## config.mk

```make
export PLATFORM = sky130hd
export DESIGN_NAME = l2cap_top
export DESIGN_NICKNAME = d
export VERILOG_FILES = /design/src/hdl/l2cap_pkg.sv /design/src/hdl/l2cap_top.sv /design/src/hdl/l2cap_cmd_seq.sv
export SDC_FILE = /design/constraint.sdc
export NUM_CORES = 1
export LEC_CHECK = 0
export BUFFER_PORTS_ARGS = -buffer_cell sky130_fd_sc_hd__buf_4
export CORE_AREA = 4 4 137 139
export DETAILED_ROUTE_END_ITERATION = 8
export DIE_AREA = 0 0 141 143
export GPL_TIMING_DRIVEN = 1
export PLACE_DENSITY_LB_ADDON = 0.25
export SYNTH_ARGS = -nofsm -noshare
export SYNTH_HDL_FRONTEND = slang
export SYNTH_SLANG_ARGS = --single-unit
```

## constraint.sdc

```tcl
create_clock -name clk_i -period 3.5 [get_ports clk_i]
set_input_delay 0.7 -clock clk_i [delete_from_list [all_inputs] [get_ports clk_i]]
set_output_delay 0.7 -clock clk_i [all_outputs]
set_load 0.01 [all_outputs]
```

## src/hdl/l2cap_pkg.sv

```systemverilog
// Constants, types and decode function of the cache command access port
// What this block does
// - ECC register holds 8 check bits: sent on writes, loaded on reads.
// - Control register bits 4:0 hold the command run on trigger.
// - After lookup, control shows hit at bit 17, state and way.
// - Codes 01100 data read with LRU, 01110 tag+data read, 01111 inquire.
// - Code 00010 reads the cache control register, 00011 writes it.
// - Tag writes: prefix 010, 111 or 100 followed by 2-bit line state.
// - Line state coding: 11 modified, 10 exclusive, 01 shared, 00 invalid.
// - Writing zero to trigger register launches the programmed command.
// - Busy bit 0 reads 1 while a command runs, 0 when done.
// - Config bits 22:20 read-only physical address range, 111 down to 000.
// - Config bit 18 is read/write line state error check enable.
// - Config bit 23 read-only: cache disabled in hardware.
// - Config bit 25 read-only: cache bus clock fraction.
// - Index 8B is data chunk 3 or update signature register.
package l2cap_pkg;
	localparam int IDX_W = 9;
	localparam logic [8:0] IDX_CHUNK3 = 9'h08b;
	localparam logic [8:0] IDX_CHUNK3_HI = 9'h120;
	localparam logic [8:0] IDX_ADDR = 9'h116;
	localparam logic [8:0] IDX_ECC = 9'h118;
	localparam logic [8:0] IDX_CTRL = 9'h119;
	localparam logic [8:0] IDX_TRIG = 9'h11a;
	localparam logic [8:0] IDX_BUSY = 9'h11b;
	localparam logic [8:0] IDX_CFG = 9'h11e;
	localparam int ADDR_LSB = 3;
	localparam int ADDR_MSB = 31;
	localparam int ECC_W = 8;
	localparam int CMD_W = 5;
	localparam int CTL_CMD_LSB = 0;
	localparam int CTL_STATE_TO_LSB = 5;
	localparam int CTL_WAY_TO_LSB = 8;
	localparam int CTL_WAY_FROM_LSB = 10;
	localparam int CTL_STATE_FROM_LSB = 14;
	localparam int CTL_HIT_BIT = 17;
	localparam int CTL_UECC_LSB = 19;
	localparam int CTL_PROC_BIT = 21;
	localparam int BUSY_BIT = 0;
	localparam int CFG_CHK_BIT = 18;
	localparam int CFG_RANGE_LSB = 20;
	localparam int CFG_HWDIS_BIT = 23;
	localparam int CFG_FRAC_BIT = 25;
	localparam logic [4:0] CMD_DATA_READ_LRU_TOUCH = 5'h0c;
	localparam logic [4:0] CMD_TAG_AND_DATA_READ = 5'h0e;
	localparam logic [4:0] CMD_TAG_INQUIRE = 5'h0f;
	localparam logic [4:0] CMD_CTRL_REG_READ = 5'h02;
	localparam logic [4:0] CMD_CTRL_REG_WRITE = 5'h03;
	localparam logic [2:0] PFX_TAG_WRITE_DATA_READ = 3'h2;
	localparam logic [2:0] PFX_TAG_AND_DATA_WRITE = 3'h7;
	localparam logic [2:0] PFX_TAG_WRITE_ONLY = 3'h4;
	localparam logic [31:0] TRIG_LAUNCH = 32'h0;
	localparam logic [31:0] RST_WORD = 32'h0;
	typedef enum logic [1:0] {
		L2CAP_ST_INVALID = 2'h0,
		L2CAP_ST_SHARED = 2'h1,
		L2CAP_ST_EXCLUSIVE = 2'h2,
		L2CAP_ST_MODIFIED = 2'h3
	} l2cap_line_state_t;
	typedef logic [1:0] l2cap_way_t;
	typedef enum logic [8:0] {
		L2CAP_OP_NONE = 9'h001,
		L2CAP_OP_DATA_READ_LRU_TOUCH = 9'h002,
		L2CAP_OP_TAG_AND_DATA_READ = 9'h004,
		L2CAP_OP_TAG_INQUIRE = 9'h008,
		L2CAP_OP_CTRL_REG_READ = 9'h010,
		L2CAP_OP_CTRL_REG_WRITE = 9'h020,
		L2CAP_OP_TAG_WRITE_DATA_READ = 9'h040,
		L2CAP_OP_TAG_AND_DATA_WRITE = 9'h080,
		L2CAP_OP_TAG_WRITE_ONLY = 9'h100
	} l2cap_op_t;
	typedef struct packed {
		logic [4:0] cmd;
		l2cap_op_t op;
		logic [ADDR_MSB:ADDR_LSB] addr;
		l2cap_way_t way;
		l2cap_line_state_t state;
		logic [7:0] ecc;
		logic [63:0] data;
	} l2cap_req_t;
	typedef struct packed {
		logic hit;
		l2cap_line_state_t state;
		l2cap_way_t way;
		logic [7:0] ecc;
		logic [63:0] data;
	} l2cap_rsp_t;
	function automatic l2cap_op_t l2cap_decode(input logic [4:0] cmd);
		l2cap_op_t op;
		op = L2CAP_OP_NONE;
		case (cmd[4:2])
			PFX_TAG_WRITE_DATA_READ: op = L2CAP_OP_TAG_WRITE_DATA_READ;
			PFX_TAG_AND_DATA_WRITE: op = L2CAP_OP_TAG_AND_DATA_WRITE;
			PFX_TAG_WRITE_ONLY: op = L2CAP_OP_TAG_WRITE_ONLY;
			default: op = L2CAP_OP_NONE;
		endcase
		case (cmd)
			CMD_DATA_READ_LRU_TOUCH: op = L2CAP_OP_DATA_READ_LRU_TOUCH;
			CMD_TAG_AND_DATA_READ: op = L2CAP_OP_TAG_AND_DATA_READ;
			CMD_TAG_INQUIRE: op = L2CAP_OP_TAG_INQUIRE;
			CMD_CTRL_REG_READ: op = L2CAP_OP_CTRL_REG_READ;
			CMD_CTRL_REG_WRITE: op = L2CAP_OP_CTRL_REG_WRITE;
			default: op = op;
		endcase
		return op;
	endfunction
endpackage

```

## src/hdl/l2cap_top.sv

```systemverilog
// Cache command access port: Wishbone registers and cache command driver
//
// Register access over Wishbone was chosen for this implementation.
`timescale 1ns/1ps
module l2cap_top #(
	parameter int AW = 12
) (
	input wire logic clk_i,
	input wire logic rst_i,
	input wire logic ce_i,
	input wire logic [AW-1:0] wb_adr_i,
	input wire logic [31:0] wb_dat_i,
	output logic [31:0] wb_dat_o,
	input wire logic [3:0] wb_sel_i,
	input wire logic wb_we_i,
	input wire logic wb_cyc_i,
	input wire logic wb_stb_i,
	output logic wb_ack_o,
	output logic l2_req_valid_o,
	output l2cap_pkg::l2cap_req_t l2_req_o,
	input wire logic l2_done_i,
	input wire l2cap_pkg::l2cap_rsp_t l2_rsp_i,
	input wire logic [2:0] cfg_addr_range_i,
	input wire logic cfg_hw_disable_i,
	input wire logic cfg_bus_fraction_i,
	output logic state_check_en_o
);
	if (AW < l2cap_pkg::IDX_W + 2) begin : g_aw_check
		$error("AW too small for the register map");
	end

	function automatic logic [31:0] merge_bytes(
		input logic [31:0] old_w,
		input logic [31:0] new_w,
		input logic [3:0] sel
	);
		logic [31:0] res;
		res = old_w;
		for (int b = 0; b < 4; b++) begin
			if (sel[b]) begin
				res[8*b +: 8] = new_w[8*b +: 8];
			end
		end
		return res;
	endfunction

	logic ack;
	logic [31:0] rd_data;
	logic [l2cap_pkg::IDX_W-1:0] idx;
	logic upper_zero;
	logic bus_req;
	logic wr_take;
	logic wr_addr;
	logic wr_ecc;
	logic wr_ctrl;
	logic wr_chunk_lo;
	logic wr_chunk_hi;
	logic wr_cfg;
	logic trig_zero;
	logic launch;

	logic [l2cap_pkg::ADDR_MSB:l2cap_pkg::ADDR_LSB] addr;
	logic [7:0] ecc;
	logic [31:0] chunk_lo;
	logic [31:0] chunk_hi;
	logic [4:0] cmd;
	logic [1:0] way_to;
	logic [1:0] state_to;
	logic [1:0] uecc_sel;
	logic proc_sel;
	logic hit;
	logic [1:0] state_from;
	logic [1:0] way_from;
	logic chk_en;
	logic [4:0] run_cmd;
	logic [31:0] next_rd_data;
	logic [31:0] ctrl_word;
	logic [31:0] cfg_word;
	logic [31:0] addr_merged;
	logic [31:0] ecc_merged;
	logic [31:0] ctrl_merged;
	logic [31:0] chunk_lo_merged;
	logic [31:0] chunk_hi_merged;
	logic [31:0] cfg_merged;
	l2cap_pkg::l2cap_op_t dec_op;
	l2cap_pkg::l2cap_op_t run_op;
	logic seq_req;
	logic seq_busy;
	logic seq_done;
	logic rsp_has_data;

	// Field widths of the register words
	localparam int BYTE_OFS_W = 2;
	localparam int WORD_W = 32;
	localparam int ST_W = $bits(l2cap_pkg::l2cap_line_state_t);
	localparam int WAY_W = $bits(l2cap_pkg::l2cap_way_t);
	localparam int UECC_W = 2;
	localparam int RANGE_W = 3;

	// Commands whose answer carries check bits and line data
	function automatic logic returns_data(input l2cap_pkg::l2cap_op_t op);
		logic res;
		res = 1'b0;
		case (op)
			l2cap_pkg::L2CAP_OP_DATA_READ_LRU_TOUCH: res = 1'b1;
			l2cap_pkg::L2CAP_OP_TAG_AND_DATA_READ: res = 1'b1;
			l2cap_pkg::L2CAP_OP_TAG_WRITE_DATA_READ: res = 1'b1;
			l2cap_pkg::L2CAP_OP_CTRL_REG_READ: res = 1'b1;
			default: res = 1'b0;
		endcase
		return res;
	endfunction

	// Bus decode: byte address, one register per word index
	assign upper_zero = ((wb_adr_i >> (l2cap_pkg::IDX_W + BYTE_OFS_W)) == '0);
	assign idx = wb_adr_i[BYTE_OFS_W +: l2cap_pkg::IDX_W];
	assign bus_req = wb_cyc_i && wb_stb_i;
	assign wr_take = ce_i && bus_req && wb_we_i && ack && upper_zero;
	assign wr_addr = wr_take && (idx == l2cap_pkg::IDX_ADDR);
	assign wr_ecc = wr_take && (idx == l2cap_pkg::IDX_ECC);
	assign wr_ctrl = wr_take && (idx == l2cap_pkg::IDX_CTRL);
	assign wr_chunk_lo = wr_take && (idx == l2cap_pkg::IDX_CHUNK3);
	assign wr_chunk_hi = wr_take && (idx == l2cap_pkg::IDX_CHUNK3_HI);
	assign wr_cfg = wr_take && (idx == l2cap_pkg::IDX_CFG);
	assign trig_zero = (wb_dat_i == l2cap_pkg::TRIG_LAUNCH);
	assign launch = wr_take && (idx == l2cap_pkg::IDX_TRIG) && trig_zero && !seq_busy;

	assign addr_merged = merge_bytes({addr, {l2cap_pkg::ADDR_LSB{1'b0}}}, wb_dat_i, wb_sel_i);
	assign ecc_merged = merge_bytes({{(WORD_W - l2cap_pkg::ECC_W){1'b0}}, ecc}, wb_dat_i,
		wb_sel_i);
	assign ctrl_merged = merge_bytes(ctrl_word, wb_dat_i, wb_sel_i);
	assign chunk_lo_merged = merge_bytes(chunk_lo, wb_dat_i, wb_sel_i);
	assign chunk_hi_merged = merge_bytes(chunk_hi, wb_dat_i, wb_sel_i);
	assign cfg_merged = merge_bytes(cfg_word, wb_dat_i, wb_sel_i);

	// One wait state: ack rises one cycle after the request and drops after one
	always_ff @(posedge clk_i) begin
		if (rst_i) begin
			ack <= 1'b0;
		end else if (ce_i) begin
			ack <= bus_req && !ack;
		end
	end
	assign wb_ack_o = ack;

	// Read data is registered in the cycle that raises ack
	always_ff @(posedge clk_i) begin
		if (rst_i) begin
			rd_data <= l2cap_pkg::RST_WORD;
		end else if (ce_i && bus_req && !ack) begin
			rd_data <= next_rd_data;
		end
	end
	assign wb_dat_o = rd_data;

	always_comb begin
		ctrl_word = l2cap_pkg::RST_WORD;
		ctrl_word[l2cap_pkg::CTL_CMD_LSB +: l2cap_pkg::CMD_W] = cmd;
		ctrl_word[l2cap_pkg::CTL_STATE_TO_LSB +: ST_W] = state_to;
		ctrl_word[l2cap_pkg::CTL_WAY_TO_LSB +: WAY_W] = way_to;
		ctrl_word[l2cap_pkg::CTL_WAY_FROM_LSB +: WAY_W] = way_from;
		ctrl_word[l2cap_pkg::CTL_STATE_FROM_LSB +: ST_W] = state_from;
		ctrl_word[l2cap_pkg::CTL_HIT_BIT] = hit;
		ctrl_word[l2cap_pkg::CTL_UECC_LSB +: UECC_W] = uecc_sel;
		ctrl_word[l2cap_pkg::CTL_PROC_BIT] = proc_sel;
	end

	always_comb begin
		cfg_word = l2cap_pkg::RST_WORD;
		cfg_word[l2cap_pkg::CFG_CHK_BIT] = chk_en;
		cfg_word[l2cap_pkg::CFG_RANGE_LSB +: RANGE_W] = cfg_addr_range_i;
		cfg_word[l2cap_pkg::CFG_HWDIS_BIT] = cfg_hw_disable_i;
		cfg_word[l2cap_pkg::CFG_FRAC_BIT] = cfg_bus_fraction_i;
	end

	// Read mux; the trigger register and unused indices read zero
	always_comb begin
		next_rd_data = l2cap_pkg::RST_WORD;
		if (upper_zero) begin
			case (idx)
				l2cap_pkg::IDX_CHUNK3: begin
					next_rd_data = chunk_lo;
				end
				l2cap_pkg::IDX_CHUNK3_HI: begin
					next_rd_data = chunk_hi;
				end
				l2cap_pkg::IDX_ADDR: begin
					next_rd_data = {addr, {l2cap_pkg::ADDR_LSB{1'b0}}};
				end
				l2cap_pkg::IDX_ECC: begin
					next_rd_data = {{(WORD_W - l2cap_pkg::ECC_W){1'b0}}, ecc};
				end
				l2cap_pkg::IDX_CTRL: begin
					next_rd_data = ctrl_word;
				end
				l2cap_pkg::IDX_BUSY: begin
					next_rd_data[l2cap_pkg::BUSY_BIT] = seq_busy;
				end
				l2cap_pkg::IDX_CFG: begin
					next_rd_data = cfg_word;
				end
				default: begin
					next_rd_data = l2cap_pkg::RST_WORD;
				end
			endcase
		end
	end

	always_ff @(posedge clk_i) begin
		if (rst_i) begin
			addr <= l2cap_pkg::RST_WORD[l2cap_pkg::ADDR_MSB:l2cap_pkg::ADDR_LSB];
		end else if (wr_addr) begin
			addr <= addr_merged[l2cap_pkg::ADDR_MSB:l2cap_pkg::ADDR_LSB];
		end
	end

	// A returned check value wins over a software write in the same cycle
	always_ff @(posedge clk_i) begin
		if (rst_i) begin
			ecc <= l2cap_pkg::RST_WORD[l2cap_pkg::ECC_W-1:0];
		end else if (ce_i && seq_done && rsp_has_data) begin
			ecc <= l2_rsp_i.ecc;
		end else if (wr_ecc) begin
			ecc <= ecc_merged[l2cap_pkg::ECC_W-1:0];
		end
	end

	always_ff @(posedge clk_i) begin
		if (rst_i) begin
			cmd <= l2cap_pkg::RST_WORD[l2cap_pkg::CMD_W-1:0];
		end else if (wr_ctrl) begin
			cmd <= ctrl_merged[l2cap_pkg::CTL_CMD_LSB +: l2cap_pkg::CMD_W];
		end
	end

	always_ff @(posedge clk_i) begin
		if (rst_i) begin
			way_to <= l2cap_pkg::RST_WORD[WAY_W-1:0];
		end else if (wr_ctrl) begin
			way_to <= ctrl_merged[l2cap_pkg::CTL_WAY_TO_LSB +: WAY_W];
		end
	end

	always_ff @(posedge clk_i) begin
		if (rst_i) begin
			state_to <= l2cap_pkg::RST_WORD[ST_W-1:0];
		end else if (wr_ctrl) begin
			state_to <= ctrl_merged[l2cap_pkg::CTL_STATE_TO_LSB +: ST_W];
		end
	end

	always_ff @(posedge clk_i) begin
		if (rst_i) begin
			uecc_sel <= l2cap_pkg::RST_WORD[UECC_W-1:0];
			proc_sel <= 1'b0;
		end else if (wr_ctrl) begin
			uecc_sel <= ctrl_merged[l2cap_pkg::CTL_UECC_LSB +: UECC_W];
			proc_sel <= ctrl_merged[l2cap_pkg::CTL_PROC_BIT];
		end
	end

	// Lookup response is captured only in the cycle the cache reports done
	always_ff @(posedge clk_i) begin
		if (rst_i) begin
			hit <= 1'b0;
			state_from <= l2cap_pkg::RST_WORD[ST_W-1:0];
			way_from <= l2cap_pkg::RST_WORD[WAY_W-1:0];
		end else if (ce_i && seq_done) begin
			hit <= l2_rsp_i.hit;
			state_from <= l2_rsp_i.state;
			way_from <= l2_rsp_i.way;
		end
	end

	always_ff @(posedge clk_i) begin
		if (rst_i) begin
			chunk_lo <= l2cap_pkg::RST_WORD;
		end else if (ce_i && seq_done && rsp_has_data) begin
			chunk_lo <= l2_rsp_i.data[WORD_W-1:0];
		end else if (wr_chunk_lo) begin
			chunk_lo <= chunk_lo_merged;
		end
	end

	always_ff @(posedge clk_i) begin
		if (rst_i) begin
			chunk_hi <= l2cap_pkg::RST_WORD;
		end else if (ce_i && seq_done && rsp_has_data) begin
			chunk_hi <= l2_rsp_i.data[2*WORD_W-1:WORD_W];
		end else if (wr_chunk_hi) begin
			chunk_hi <= chunk_hi_merged;
		end
	end

	always_ff @(posedge clk_i) begin
		if (rst_i) begin
			chk_en <= 1'b0;
		end else if (wr_cfg) begin
			chk_en <= cfg_merged[l2cap_pkg::CFG_CHK_BIT];
		end
	end
	assign state_check_en_o = chk_en;

	// The command is frozen at launch so a later control write cannot alter it
	always_ff @(posedge clk_i) begin
		if (rst_i) begin
			run_cmd <= l2cap_pkg::RST_WORD[l2cap_pkg::CMD_W-1:0];
		end else if (ce_i && launch) begin
			run_cmd <= cmd;
		end
	end

	assign dec_op = l2cap_pkg::l2cap_decode(cmd);
	assign rsp_has_data = returns_data(run_op);

	l2cap_cmd_seq u_seq (
		.clk_i(clk_i),
		.rst_i(rst_i),
		.ce_i(ce_i),
		.launch_i(launch),
		.op_i(dec_op),
		.l2_done_i(l2_done_i),
		.l2_req_o(seq_req),
		.op_o(run_op),
		.busy_o(seq_busy),
		.done_o(seq_done)
	);

	assign l2_req_valid_o = seq_req;

	always_comb begin
		l2_req_o.cmd = run_cmd;
		l2_req_o.op = run_op;
		l2_req_o.addr = addr;
		l2_req_o.way = way_to;
		l2_req_o.state = l2cap_pkg::l2cap_line_state_t'(state_to);
		l2_req_o.ecc = ecc;
		l2_req_o.data = {chunk_hi, chunk_lo};
	end
endmodule

```

## src/hdl/l2cap_cmd_seq.sv

```systemverilog
// Command sequencer: launch, busy and completion of one cache command
`timescale 1ns/1ps
module l2cap_cmd_seq (
	input wire logic clk_i,
	input wire logic rst_i,
	input wire logic ce_i,
	input wire logic launch_i,
	input wire l2cap_pkg::l2cap_op_t op_i,
	input wire logic l2_done_i,
	output logic l2_req_o,
	output l2cap_pkg::l2cap_op_t op_o,
	output logic busy_o,
	output logic done_o
);
	typedef enum logic [2:0] {
		L2CAP_SQ_IDLE = 3'h1,
		L2CAP_SQ_RUN = 3'h2,
		L2CAP_SQ_FIN = 3'h4
	} l2cap_seq_t;
	l2cap_seq_t state;
	l2cap_seq_t next_state;
	always_comb begin
		next_state = state;
		case (state)
			L2CAP_SQ_IDLE: begin
				if (launch_i) begin
					if (op_i == l2cap_pkg::L2CAP_OP_NONE) begin
						next_state = L2CAP_SQ_FIN;
					end else begin
						next_state = L2CAP_SQ_RUN;
					end
				end
			end
			L2CAP_SQ_RUN: begin
				if (l2_done_i) begin
					next_state = L2CAP_SQ_IDLE;
				end
			end
			L2CAP_SQ_FIN: next_state = L2CAP_SQ_IDLE;
			default: next_state = L2CAP_SQ_IDLE;
		endcase
	end
	always_ff @(posedge clk_i) begin
		if (rst_i) begin
			state <= L2CAP_SQ_IDLE;
		end else if (ce_i) begin
			state <= next_state;
		end
	end
	always_ff @(posedge clk_i) begin
		if (rst_i) begin
			op_o <= l2cap_pkg::L2CAP_OP_NONE;
		end else if (ce_i && state == L2CAP_SQ_IDLE && launch_i) begin
			op_o <= op_i;
		end
	end
	assign l2_req_o = (state == L2CAP_SQ_RUN);
	assign busy_o = (state != L2CAP_SQ_IDLE);
	assign done_o = ce_i && (state == L2CAP_SQ_RUN) && l2_done_i;
endmodule

```

# After elaboration in Yosys (flattened, before gate mapping)
# Cells that the tools add are included.
[op_classes]
eq_ne = 26
n_mux = 20
n_reduce_logical = 53
[ops]
columns = ["operator", "count"]
rows = [
  ["$pmux W31 S6", 1],
  ["$mux W32", 5],
  ["$eq A9 B9 Y1 const B", 7],
  ["$mux W8", 6],
  ["$pmux W9 S5", 1],
  ["$reduce_and A2 Y1", 17],
  ["$logic_not A32 Y1", 1],
  ["$pmux W9 S3", 1],
  ["$logic_and A1 B1 Y1", 23],
  ["$eq A5 B4 Y1 const B", 3],
  ["$reduce_bool A2 Y1", 7],
  ["$logic_not A12 Y1", 1],
  ["$eq A5 B2 Y1 const B", 2],
  ["$eq A9 B1 Y1 const B", 1],
  ["$eq A9 B2 Y1 const B", 1],
  ["$eq A9 B3 Y1 const B", 1],
  ["$eq A9 B5 Y1 const B", 1],
  ["$eq A9 B7 Y1 const B", 1],
  ["$eq A9 B8 Y1 const B", 1],
  ["$mux W3", 3],
  ["$eq A3 B2 Y1 const B", 2],
  ["$eq A3 B3 Y1 const B", 2],
  ["$pmux W3 S2", 1],
  ["$pmux W1 S5", 1],
  ["other kinds (8)", 9],
]
[word_totals]
regBits = 169
output_inout_bits = 154
wordCells = 126

# Logic depth before layout (Yosys ltp)
[depth]
depth_word = 10
depth_mapped = 8
ltp_nobuf = 5

# By module
# From an unflattened synthesis, not the netlist that was laid out.
[unflattened]
hier_cells = 891
area_unflattened_um2 = 7930.1
[modules_own_cells]
columns = ["module", "instances", "cells_per_inst", "area_each_um2", "seq_area_each_um2"]
rows = [
  ["l2cap_top", 1, 827, 7363.3, 3143.0],
  ["l2cap_cmd_seq", 1, 64, 566.8, 240.2],
]

# Worst setup path before layout
# OpenSTA, ideal clock, no wires.
[synth_timing]
path_kind = "input to register"
startpoint = "input port wb_adr_i[5]"
endpoint = "register run_cmd[4]"
setup_time_ns = 0.128
t_arrival_ns = 2.017
required_ns = 3.372
slack_ns = 1.356
stages = 7
n_path_buf = 2
path_cell_list = "buf_2 nor4b_1 nand4_2 nor4_4 buf_4 mux2i_1 nor2_1"
[synth_via]
elab_chain_len = 5
[synth_lines]
columns = ["element", "line_no", "rtl"]
rows = [
  ["start, declared", "l2cap_top.sv:11", "input wire logic [AW-1:0] wb_adr_i,"],
  ["$eq A9 B9 Y1", "l2cap_top.sv:126", "assign launch = wr_take && (idx == l2cap_pkg::IDX_TRIG) && trig_zero && !seq_busy;"],
  ["$logic_and A1 B1 Y1 (3 in a row)", "l2cap_top.sv:126", ""],
  ["$logic_and A1 B1 Y1", "l2cap_top.sv:308", "end else if (ce_i && launch) begin"],
  ["end signal, assigned", "l2cap_top.sv:307", "run_cmd <= l2cap_pkg::RST_WORD[l2cap_pkg::CMD_W-1:0];"],
  ["end signal, assigned", "l2cap_top.sv:309", "run_cmd <= cmd;"],
  ["end, declared", "l2cap_top.sv:75", "logic [4:0] run_cmd;"],
]
# Every way passes these cells.
# A chain may end at the register's enable or synchronous reset.

# Final worst setup path
[layout_timing]
startpoint = "register u_seq.state[1]"
endpoint = "register chunk_hi[23]"
[layout_via]
elab_chain_len = 7
[layout_lines]
columns = ["element", "line_no", "rtl"]
rows = [
  ["start, declared", "l2cap_cmd_seq.sv:20", "l2cap_seq_t state;"],
  ["start signal, assigned", "l2cap_cmd_seq.sv:47", "state <= next_state;"],
  ["$eq A3 B2 Y1 *", "l2cap_cmd_seq.sv:59", "assign done_o = ce_i && (state == L2CAP_SQ_RUN) && l2_done_i;"],
  ["$logic_and A1 B1 Y1 * (2 in a row)", "l2cap_cmd_seq.sv:59", ""],
  ["$logic_and A1 B1 Y1 * (2 in a row)", "l2cap_top.sv:288", "end else if (ce_i && seq_done && rsp_has_data) begin"],
  ["$reduce_bool A2 Y1 (no source line)", "--", ""],
  ["$reduce_and A2 Y1 (no source line)", "--", ""],
  ["end signal, assigned", "l2cap_top.sv:287", "chunk_hi <= l2cap_pkg::RST_WORD;"],
  ["end signal, assigned", "l2cap_top.sv:289", "chunk_hi <= l2_rsp_i.data[2*WORD_W-1:WORD_W];"],
  ["end signal, assigned", "l2cap_top.sv:291", "chunk_hi <= chunk_hi_merged;"],
  ["end, declared", "l2cap_top.sv:65", "logic [31:0] chunk_hi;"],
]
# Every way passes the cells marked *; elsewhere a longest branch is shown, timed or not.

==> impl_metrics.csv <==
group,metric,value,unit
route,route.antenna.remaining_nets,0,
route,drtPass1Iterations,6,
synth,ys_top_cells_by_count,"nand2_1 (242), dfxtp_1 (169), nor2_1 (109), a311oi_1 (56), a21oi_1 (44)",
synth,yosys.cell_count.top_type,"nand2_1",
placed_design,port_buffers,288,
synth,area_fraction_in_compound_gates_after_synthesis,0.219,
global_route,globalRoute.totalOverflow,0,
sta,final_period_minus_worst_setup_slack,2470,ps
synth,netlist_area,7720,um^2
placed_design,placedCellCount,1401,
synth,syn_inst,937,
critical_path,critPathArrivalTime,2780,ps
sta,grt_setup_unrepaired,"false",
synth,yosys_warnings,0,
route,vias,8248,
critical_path,data_required_critical_path,3810,ps
final_layout,n_antenna_cell,0,
synth,yosys-top-cells-area,"dfxtp_1 (44%), nand2_1 (12%), a311oi_1 (6.4%), nor2_1 (5.3%), mux2i_1 (3.6%)",
clocking,clock-sinks,169,
sta,post-route-worst-setup-slack,1030,ps
clocking,ctsHoldBuffers,0,
final_layout,area_growth_syn_to_layout,37.0,%
synth,synth_async_sr_flop_share,0,
final_layout,final_net_count,1328,
sta,final_report_hold_violation_count,0,
sta,worst_slew_pin_slew,905,ps
floorplanning,num_rows,49,
run,max_capacitance_violation_count,0,
pwr,power.static_leakage,0.00414,uW
floorplanning,area_of_the_core,17700,um^2
global_route,grt_pass1_wl,44600,um
pwr,cellPowerDensity,380,nW/um^2
clocking,cts_inserted_buffers,17,
synth,post-synth-top-area-fraction,0.438,
final_layout,layout-drive-gt1-share,0.303,
sta,setup_tns,0,ps
pwr,max-vdd-ir-drop,326,uV
clocking,clock_path_buffers,2,
synth,synth_top_family_by_area,"simple AND/OR/NAND/NOR gates",
synth,yosys.cell_types.count,58,
route,totalWireLength,29200,um
critical_path,end_kind,"flop",
global_route,grt_antenna_before_repair,0,
sta,maxSlewViolCount,0,
synth,synthesized_nets,1074,
synth,synthXorXnorAreaFrac,0.00113,
placed_design,detailedPlacementHpwl,21100,um
floorplanning,dieArea,20200,um^2
floorplanning,fp.dieW,141,um
synth,muxShareOfSynthArea,0.0363,
synth,synth_top_area_cell,"dfxtp_1",
floorplanning,floorplan.initialDensity,0.437,
final_layout,layoutNonFillerInstCount,1432,
clocking,ctsRootBufferMaster,"clkbuf_16",
synth,synth_area_in_adders,0,
route,post_drt_wl_per_cell,20.4,um
global_route,grt_max_degree,79,
clocking,cts_resized,0,
placed_design,gp_congestion,0.859,
synth,synthFlopType,"dfxtp_1",
clocking,clk_pin_slew_worst_paths,70,ps
sta,worst_clock_skew,8.65,ps
global_route,grt_usage,0.280,
clocking,worst_skew_pair.late_latency,420,ps
sta,timing.slew.headroom,0.396,
worst_hold_path,hold_crit_class,"flop to flop",
route,avgViaCountPerCell,5.76,
synth,mean_cell_area_of_the_mapped_netlist,8.24,um^2
synth,number_of_enable_type_register_cells_in_the_synthesized_netlist,0,
critical_path,worstPathMaxFanout,61,
sta,timing.final.crit_share,0.705,
floorplanning,pin_count,291,
clocking,clock_tree.htree_level_count,4,
clocking,tritoncts,"built",
critical_path,worstSetupStartpointType,"flop",
floorplanning,die_h,143,um
global_route,grt_pass1_vias,7972,
outcome,result_of_the_run,"complete, no violations",
route,first_iter_violations,712,
placed_design,dp_worst_setup_slack,729,ps
critical_path,setup.worst_path.class,"flop to flop",
route,post_route_drc,0,
sta,achievable-frequency,405,MHz
synth,synth.ff_latch_count,169,
sta,setup_violations,0,
clocking,cts_post_setup_buffers_inserted,0,
synth,yosys.area_share.simple,0.261,
synth,yosysSeqAreaShare,0.438,
-- placed cells by master (no fill, tap or decap), types with 4 or more instances in the layout --
master,count
nor4_1,8
or3b_2,5
buf_4,302
a22oi_1,7
nand4_1,5
nor3_1,5
dfxtp_1,169
nor2_1,109
and2_1,7
clkinv_2,4
and3_1,8
o2bb2ai_1,6
a311oi_2,8
a221oi_1,15
nand3_1,17
a211oi_1,9
nor2b_1,4
a21oi_1,44
a311oi_1,56
nor3b_1,4
nand2b_1,4
a21boi_0,5
o21ai_0,34
clkbuf_16,17
a22o_1,11
a222oi_1,15
o21ai_1,4
nand2_1,242
and4_1,4
mux2i_1,28
-- routing by layer --
layer	up-vias	global-route usage	routed length [um]
met1	3938	0.356	12000
met2	374	0.469	14200
met3	45	0.0593	2230
li1	3891	-	-
met5	-	0	0
met4	0	0.106	701
-- critical path: stages, from the launching register on --
cell and delay (ps):
dfxtp_1 370, nor3b_2 230, and3_1 460, o2111ai_4 540, buf_12 390, a311oi_1 310
-- flip-flops by register name, indices dropped and copies added, names as in the netlist --
register and flops:
u_seq.state 3, state_from 2, wb_ack_o 1, way_from 2, state_to 2, chunk_lo 32, u_seq.op_o 9, cmd 5
addr 29, proc_sel 1, chunk_hi 32, state_check_en_o 1, hit 1, uecc_sel 2, ecc 8, way_to 2
run_cmd 5, wb_dat_o 32
-- layout make-up --
cell class,instances,area (um^2)
flip-flops and latches,169,3380
fillers,1640,7070
well taps,229,287
inverters,1,3.75
repair buffers,305,2330
clock buffers,20,457
multi-input cells,697,4010
clock inverters,11,120
-- through the flow --
stage               cell area (um^2)   util  hold WS (ps)  power, uW
floorplan                       7720      -           449       2020
global placement               10000  0.567           437       2200
detailed placement             10000  0.567           444       2200
CTS                            10600  0.599           459       4040
global route                   10600  0.599           483       4140
finish                         10600  0.599           457       4020
-- power by group --
part           total, uW  internal (uW)  switching (uW)
Combinational        234            115             119
Sequential          1920           1920           0.366
Clock               1870           1080             782
Total               4020           3120             901
-- cell families after synthesis --
| family | after synthesis |
|---|---|
| flops | 169 |
| compound gates | 222 |
| buf+inv | 71 |
| simple gates | 446 |
| mux | 28 |
| xor+xnor | 1 |
-- final timing paths --
kind | start | endpoint | slack, ps | depth (start not counted)
max reg2reg | u_seq.state[1] | chunk_hi[23] | 1030 | 5
min | wb_dat_o[29] | wb_dat_o[29] | 460 | 2
min reg2reg | wb_dat_o[29] | wb_dat_o[29] | 460 | 2
max | u_seq.state[1] | chunk_hi[23] | 1030 | 5
Power figures use the tool's default switching activity.
